===== src/ubg_pkg.sv =====
// package: register map, field layouts and constants of the baud generator pair
package ubg_pkg;
  // register indices (printed offsets), byte address is four times the index
  localparam logic [7:0] IDX_RCV_STAT_CTRL = 8'h13;
  localparam logic [7:0] IDX_XMT_STAT_CTRL = 8'h15;
  localparam logic [7:0] IDX_BAUD_DIVISOR = 8'h17;
  localparam logic [7:0] IDX_BAUD_STATUS = 8'h18;
  // bank select sits above the in-bank index
  localparam int BANK_LSB = 10;
  // word index starts above the byte lanes
  localparam int IDX_LSB = 2;
  localparam logic [1:0] BANK_PORT1 = 2'h0;
  localparam logic [1:0] BANK_PORT2 = 2'h1;
  localparam int ADDR_W = 12;
  // transmit status/control field positions used here
  localparam int XSC_CLOCK_SOURCE_BIT = 7;
  localparam int XSC_SYNC_BIT = 4;
  localparam logic [7:0] XSC_IMPL_MASK = 8'hF3;
  localparam logic [7:0] RSC_IMPL_MASK = 8'hF7;
  // reset values
  localparam logic [7:0] BAUD_DIVISOR_RST = 8'h00;
  localparam logic [7:0] CTRL_RST = 8'h00;
  // post dividers
  localparam int ASYNC_DIV = 64;
  localparam int SYNC_DIV = 4;
  localparam int POST_W = 6;
  // answer to an unmapped read
  localparam logic [31:0] UNMAPPED_DATA = 32'h0000_0000;

  typedef struct packed {
    logic [7:0] divisor;
    logic divisor_wr;
    logic sync_sel;
    logic internal_clk;
  } ubg_cfg_t;

  typedef struct packed {
    logic bit_tick;
    logic gen_active;
  } ubg_stat_t;
endpackage : ubg_pkg


===== src/ubg_timer.sv =====
// free-running reload timer: one tick per divisor+1 clocks
`timescale 1ns/10ps
module ubg_timer #(
  parameter int WIDTH = 8
) (
  // clock and reset
  input wire logic clk_i,
  input wire logic rst_i,
  // control
  input wire logic [WIDTH-1:0] divisor_i,
  input wire logic restart_i,
  // output
  output logic tick_o
);
  logic [WIDTH-1:0] count_reg;

  always_ff @(posedge clk_i) begin
    if (rst_i || restart_i) begin
      count_reg <= '0;
    end else if (count_reg == divisor_i) begin
      count_reg <= '0;
    end else begin
      count_reg <= count_reg + 1'b1;
    end
  end

  always_ff @(posedge clk_i) begin
    if (rst_i || restart_i) begin
      tick_o <= 1'b0;
    end else begin
      tick_o <= (count_reg == divisor_i);
    end
  end
endmodule : ubg_timer


===== src/ubg_postdiv.sv =====
// post divider: turns timer ticks into bit-rate ticks, by 64 or by 4
`timescale 1ns/10ps
module ubg_postdiv #(
  parameter int WIDTH = ubg_pkg::POST_W
) (
  // clock and reset
  input wire logic clk_i,
  input wire logic rst_i,
  // control
  input wire logic tick_i,
  input wire logic sync_sel_i,
  input wire logic restart_i,
  // output
  output logic bit_tick_o
);
  localparam logic [WIDTH-1:0] LAST_ASYNC = WIDTH'(ubg_pkg::ASYNC_DIV - 1);
  localparam logic [WIDTH-1:0] LAST_SYNC = WIDTH'(ubg_pkg::SYNC_DIV - 1);
  logic [WIDTH-1:0] pre_reg;
  logic [WIDTH-1:0] last;

  assign last = sync_sel_i ? LAST_SYNC : LAST_ASYNC;

  always_ff @(posedge clk_i) begin
    if (rst_i || restart_i) begin
      pre_reg <= '0;
    end else if (tick_i) begin
      pre_reg <= (pre_reg >= last) ? '0 : pre_reg + 1'b1;
    end
  end

  always_ff @(posedge clk_i) begin
    if (rst_i || restart_i) begin
      bit_tick_o <= 1'b0;
    end else begin
      bit_tick_o <= tick_i && (pre_reg >= last);
    end
  end
endmodule : ubg_postdiv


===== src/ubg_top.sv =====
// two baud rate generators with their control registers on classic Wishbone
`timescale 1ns/10ps
module ubg_top #(
  parameter int NPORT = 2
) (
  // clock and reset
  input wire logic clk_i,
  input wire logic rst_i,
  // wishbone slave
  input wire logic cyc_i,
  input wire logic stb_i,
  input wire logic we_i,
  input wire logic [ubg_pkg::ADDR_W-1:0] adr_i,
  input wire logic [3:0] sel_i,
  input wire logic [31:0] dat_i,
  output logic [31:0] dat_o,
  output logic ack_o,
  // rate outputs to the shift logic, one bit per port
  output logic [NPORT-1:0] bit_tick_o,
  output logic [NPORT-1:0] sync_mode_o,
  output logic [NPORT-1:0] rate_active_o
);
  logic [7:0] divisor_reg [NPORT];
  logic [7:0] xsc_reg [NPORT];
  logic [7:0] rsc_reg [NPORT];
  logic [NPORT-1:0] div_wr;
  logic [NPORT-1:0] tmr_tick;
  logic [NPORT-1:0] post_tick;
  ubg_pkg::ubg_cfg_t cfg [NPORT];
  logic req;
  logic wr_en;
  logic [7:0] idx;
  logic [1:0] bank;
  logic [31:0] rd_next;

  // word index from byte address
  assign idx = adr_i[ubg_pkg::BANK_LSB-1:ubg_pkg::IDX_LSB];
  assign bank = {1'b0, adr_i[ubg_pkg::BANK_LSB]};
  assign req = cyc_i && stb_i && !ack_o;
  assign wr_en = req && we_i && sel_i[0];

  always_ff @(posedge clk_i) begin
    if (rst_i) begin
      ack_o <= 1'b0;
    end else begin
      ack_o <= req;
    end
  end

  genvar g;
  generate
    for (g = 0; g < NPORT; g++) begin : g_port
      localparam logic [1:0] MY_BANK = (g == 0) ? ubg_pkg::BANK_PORT1 : ubg_pkg::BANK_PORT2;

      assign div_wr[g] = wr_en && (bank == MY_BANK) && (idx == ubg_pkg::IDX_BAUD_DIVISOR);

      always_ff @(posedge clk_i) begin
        if (rst_i) begin
          divisor_reg[g] <= ubg_pkg::BAUD_DIVISOR_RST;
        end else if (div_wr[g]) begin
          divisor_reg[g] <= dat_i[7:0];
        end
      end

      always_ff @(posedge clk_i) begin
        if (rst_i) begin
          xsc_reg[g] <= ubg_pkg::CTRL_RST;
          rsc_reg[g] <= ubg_pkg::CTRL_RST;
        end else if (wr_en && bank == MY_BANK) begin
          if (idx == ubg_pkg::IDX_XMT_STAT_CTRL) begin
            xsc_reg[g] <= dat_i[7:0] & ubg_pkg::XSC_IMPL_MASK;
          end
          if (idx == ubg_pkg::IDX_RCV_STAT_CTRL) begin
            rsc_reg[g] <= dat_i[7:0] & ubg_pkg::RSC_IMPL_MASK;
          end
        end
      end

      assign cfg[g].divisor = divisor_reg[g];
      assign cfg[g].divisor_wr = div_wr[g];
      assign cfg[g].sync_sel = xsc_reg[g][ubg_pkg::XSC_SYNC_BIT];
      assign cfg[g].internal_clk = xsc_reg[g][ubg_pkg::XSC_CLOCK_SOURCE_BIT];

      ubg_timer #(
        .WIDTH(8)
      ) u_timer (
        .clk_i(clk_i),
        .rst_i(rst_i),
        .divisor_i(cfg[g].divisor),
        .restart_i(cfg[g].divisor_wr),
        .tick_o(tmr_tick[g])
      );

      ubg_postdiv #(
        .WIDTH(ubg_pkg::POST_W)
      ) u_post (
        .clk_i(clk_i),
        .rst_i(rst_i),
        .tick_i(tmr_tick[g]),
        .sync_sel_i(cfg[g].sync_sel),
        .restart_i(cfg[g].divisor_wr),
        .bit_tick_o(post_tick[g])
      );

      always_ff @(posedge clk_i) begin
        if (rst_i) begin
          bit_tick_o[g] <= 1'b0;
          sync_mode_o[g] <= 1'b0;
          rate_active_o[g] <= 1'b0;
        end else begin
          // sync slave takes its timing from the external clock
          rate_active_o[g] <= !cfg[g].sync_sel || cfg[g].internal_clk;
          bit_tick_o[g] <= post_tick[g] && (!cfg[g].sync_sel || cfg[g].internal_clk);
          sync_mode_o[g] <= cfg[g].sync_sel;
        end
      end
    end
  endgenerate

  // read mux
  always_comb begin
    rd_next = ubg_pkg::UNMAPPED_DATA;
    for (int p = 0; p < NPORT; p++) begin
      if (bank == ((p == 0) ? ubg_pkg::BANK_PORT1 : ubg_pkg::BANK_PORT2)) begin
        unique case (idx)
          ubg_pkg::IDX_BAUD_DIVISOR: rd_next = {24'h00_0000, divisor_reg[p]};
          ubg_pkg::IDX_XMT_STAT_CTRL: rd_next = {24'h00_0000, xsc_reg[p]};
          ubg_pkg::IDX_RCV_STAT_CTRL: rd_next = {24'h00_0000, rsc_reg[p]};
          ubg_pkg::IDX_BAUD_STATUS: rd_next = {30'h0000_0000, sync_mode_o[p], rate_active_o[p]};
          default: rd_next = ubg_pkg::UNMAPPED_DATA;
        endcase
      end
    end
  end

  always_ff @(posedge clk_i) begin
    if (rst_i) begin
      dat_o <= ubg_pkg::UNMAPPED_DATA;
    end else if (req && !we_i) begin
      dat_o <= rd_next;
    end
  end
endmodule : ubg_top


===== config.mk =====
export PLATFORM = sky130hd
export DESIGN_NAME = ubg_top
export DESIGN_NICKNAME = d
export VERILOG_FILES = /design/src/ubg_pkg.sv /design/src/ubg_timer.sv /design/src/ubg_postdiv.sv /design/src/ubg_top.sv
export SDC_FILE = /design/constraint.sdc
export NUM_CORES = 1
export LEC_CHECK = 0
export ABC_CLOCK_PERIOD_IN_PS = 4600
export BUFFER_PORTS_ARGS = -buffer_cell sky130_fd_sc_hd__buf_2
export CORE_ASPECT_RATIO = 0.75
export CORE_MARGIN = 1
export CORE_UTILIZATION = 35
export DETAILED_ROUTE_END_ITERATION = 10
export GPL_TIMING_DRIVEN = 0
export PLACE_DENSITY_LB_ADDON = 0.08
export SLEW_MARGIN = 10
export SYNTH_ARGS = -nofsm -noshare
export SYNTH_HDL_FRONTEND = slang
export SYNTH_SLANG_ARGS = --single-unit

===== constraint.sdc =====
create_clock -name clk_i -period 4.6 [get_ports clk_i]
set_clock_uncertainty 0.1 [all_clocks]
set_input_delay 0.69 -clock clk_i [delete_from_list [all_inputs] [get_ports clk_i]]
set_output_delay 0.69 -clock clk_i [all_outputs]
set_load 0.02 [all_outputs]

# After elaboration in Yosys (flattened, before gate mapping)
# Memories as Yosys holds them, arrays and structs flattened.
# Index checks and enable logic that the tools add are counted.
# classes
add_sub_neg	4
order_cmp	2
eq_ne	6
n_mux	36
bitwise	6
reduce_logical	24
# ops
operator	n
$pmux W8 S4	2
$mux W6	6
$eq A8 B5 Y1 const B	4
$mux W32	1
$mux W8	3
$mux W1	22
$add A8 B1 Y8 const B	2
$eq A8 B8 Y1	2
$mux W7	2
$logic_and A1 B1 Y1	13
$add A6 B1 Y6 const B	2
$ge A6 B6 Y1	2
$or A1 B1 Y1	6
$logic_not A1 Y1	4
$logic_or A1 B1 Y1	4
$reduce_or A2 Y1	2
$logic_not A2 Y1	1
# word_totals
ff_bits	71
ram_bits	42
input_bits	53
out_inout_bits	39
elab_cells	97
n_memories	3
# memory_table
name	depth	width	read_ports	rd_clocked_by_memory_dff	wr	line	source
divisor_reg	2	8	2	0	2	ubg_top.sv:23	logic [7:0] divisor_reg [NPORT];
rsc_reg	2	7	2	0	2	ubg_top.sv:25	logic [7:0] rsc_reg [NPORT];
xsc_reg	2	6	2	0	2	ubg_top.sv:24	logic [7:0] xsc_reg [NPORT];

# Depth between registers and ports, before layout
# logic_depth
ltp_word	10
ltp_mapped	6
depth_no_buf	5

# Modules after synthesis
# Synthesis repeated with hierarchy kept, for this count alone.
# unflattened
cells_unflattened	411
area_unflattened_um2	4584.4
# by_module_without_submodules
mod	n_inst	cells_per_inst	area_per_inst_um2	seq_area_each_um2
ubg_top	1	237	2797.7	1561.5
ubg_timer	2	49	505.5	180.2
ubg_postdiv	2	38	387.9	140.1

# Worst setup path before layout
# OpenSTA, ideal clock, no wires.
# synth_timing
path_kind	input to register
from	in adr_i[7] (netlist name)
to	mem rsc_reg[0][0] (netlist name), enable pin
setup_time_ps	381
arrival_ps	1960
required_time_ps	4119
path_slack_ps	2159
stages	4
n_path_buf	1
path_cell_list	nor4b_4 buf_2 nand3_1 o21ai_0
# synth_lines
element	line	source
start: declaration	ubg_top.sv:13	input wire logic [ubg_pkg::ADDR_W-1:0] adr_i,
end: declaration	ubg_top.sv:25	

==> impl_results.md <==
- Worst Min Path Start: g_port[1].u_post.bit_tick_o
- Vias after detailed routing: 2,928
- Top cells by area, synth: edfxtp_1 29%, dfxtp_1 22%, and2_1 6.5%
- Hold Path Class: reg2reg
- Die Area: 12,750 sq um
- Cell taking the most area after synthesis: edfxtp_1
- I/O Pins: 92
- Synth cell types: 45
- Peak supply drop: 229.1 uV
- Vias/cell: 4.715
- DRC errors left: 0
- Setup Buffers After CTS: 0
- Dpl ws: 1507 ps
- CTS Root Cell: clkbuf_16
- Status: finished, final reports clean
- Hold_buf cts: 0
- Crit path largest cell delay: 930 ps
- CTS Buffer Depth: 2
- Post-route setup slack: 1894 ps
- Max Clock Freq: 369.5 MHz
- Reg2reg start: ack_o
- CTS tree: done
- Critical Path Fanout Max: 10
- DRT Wirelength: 9.862 mm
- Clock Latency Late Sink: 340 ps
- Syn_area_per_cell: 11.15 sq um
- Final Hold Violating Endpoints: 0
- Most frequent cells after synthesis: 47 x dfxtp_1, 45 x and2_1, 42 x edfxtp_1
- Layout Nets: 519
- Max Slew Vio Count: 0
- Share of layout cells above drive strength 1: 0.2113
- # port buffers: 34
- Worst Path Arrival: 2560 ps
- Leakage Power: 2.019 nW
- Clk slew on worst S/H paths: 60 ps
- Area grow syn2layout: 19.77%
- Cell Area, Synth: 4303 sq um
- Chip Height: 98.03 microns
- Register area share after synthesis: 0.5118
- Fin Setup TNS: 0 ps
- First DRT Iteration DRCs: 167
- Post-synth ARST share: 0
- RSZ-0062 raised after global routing: false
- Rel. slew slack: 0.2612
- Setup crit start kind: primary input
- Initial Utilization: 0.3652
- CP Class: in2reg
- Critical R2R Capture: rsc_reg[0][5]
- CP bufs+invs: 2
- Initial DRT Pass Iterations: 4
- Ys Warns: 0
- Core area: 11,780 sq um
- First-pass GRT wire length: 15.74 mm
- Synthesized instance count: 386
- Period minus WS final: 2706 ps
- Number of max-cap violations: 0
- RePlAce Congestion: 0.7881
- Most frequent cell after synthesis: dfxtp_1
- Top delay family on crit path: compound AO/OA/AOI/OAI gates
- CP endpoint kind: register
- Share of the synthesized area in the top cell type: 0.2931
- R2r setup slk: 2240 ps
- WP depth: 5
- Data required, critical path: 4460 ps
- CP max stage cell: o21ai_0
- WL per Instance: 15.88 microns
- Post_cts resized: 0
- Pwr Density: 379.7 nW/um^2
- Final period utilization: 0.5883
- Row Count: 34
- GRT Resource Usage Total: 0.1700
- Dpl hpwl: 7.369 mm
- CTS H-tree lvls: 3
- Endpoints failing setup: 0
- Worst Reg-to-Reg Cells: 3
- Setup crit end: rsc_reg[0][5]
- Critical path origin: adr_i[7]
- Number of synthesized flops with an enable pin: 42
- DIE WIDTH: 130.0 microns
- Cell mode on critical path: buf_2
- Measured slew at the worst slew-check pin: 1097 ps
- Worst-path cell chain: buf_2 > nor4b_4 > buf_2 > nand3_1 > o21ai_0
- Filler Cell Count: 1,133
- FF+latch count, synth: 89
- ANT cells: 0
- Initial antenna violation count: 0
- Clock tree sinks: 89
- Antenna-violating nets left: 0
- Ys flop type: dfxtp_1
- CTS Buf Count: 9
- Vias in the first global route: 2,836
- Global route overflow: 0
- Largest net degree at the start of global routing: 17
-- kinds of logic (layout without fill, tap and decap cells) --
kind of cell    after synthesis  after routing  synth area share
simple gates                125            125            0.1707
flops                        89             89            0.5118
compound gates               65             65            0.1073
buf+inv                      42             92           0.05903
xor+xnor                     38             38           0.07735
mux                          14             14           0.03809
fa+ha+maj                    12             12           0.03489
other cells                   1             24         0.0008715
-- layout make-up --
class	count	area, sq um	area share
Sequential cell	89	2202	0.4273
Multi-Input combinational cell	278	1933	0.3751
Clock buffer	9	225.2	0.04370
Buffer	34	224.0	0.04346
Tap cell	162	202.7	0.03933
Timing Repair Buffer	34	170.2	0.03302
Clock inverter	7	166.4	0.03229
Inverter	8	30.03	0.005827
-- cell usage in the layout (no fill, tap or decap), types with 14 or more instances in the layout --
| cell | netlist | routed |
|---|---|---|
| conb_1 | 1 | 24 |
| and2_1 | 45 | 45 |
| xor2_1 | 14 | 14 |
| xnor2_1 | 24 | 24 |
| nor2_1 | 22 | 22 |
| edfxtp_1 | 42 | 42 |
| buf_4 | 24 | 24 |
| dfxtp_1 | 47 | 47 |
| buf_2 | 5 | 39 |
-- metal layers --
metal / share of wire / GRT usage / wire length (microns)
met1: 0.54 / 0.2656 / 5348
met2: 0.38 / 0.2271 / 3779
met3: 0.062 / 0.03945 / 612
met4: 0.012 / 0.05098 / 121
met5: 0 / 0 / 0
-- where the power goes --
| group | internal (mW) | switching (mW) |
|---|---|---|
| sequential | 0.849 | 0.0169 |
| combinational | 0.0542 | 0.0887 |
| clock | 0.641 | 0.307 |
-- how the worst min path moves through the flow --
stage,end,slack (ps),cells past startpoint
final,bit_tick_o[1],330,1
after global routing,bit_tick_o[1],340,1
after detailed placement,bit_tick_o[1],320,1
after floorplan,bit_tick_o[0],310,1
after CTS,bit_tick_o[1],340,1
after global placement,bit_tick_o[1],320,1
-- stage by stage --
stage | instance area, sq um | power [mW] | hold WS (ps) | util | std cells
final | 5154 | 1.957 | 329.7 | 0.4374 | 621
after global routing | 5154 | 2.022 | 343.6 | 0.4374 | 621
after CTS | 5154 | 1.974 | 335.4 | 0.4374 | 621
after detailed placement | 4762 | 1.025 | 321.1 | 0.4041 | 605
after global placement | 4762 | 1.023 | 320.8 | 0.4041 | 605
after floorplan | 4389 | 0.9764 | 305.7 | - | 409
Note: power is estimated with default switching activity, not from simulation.
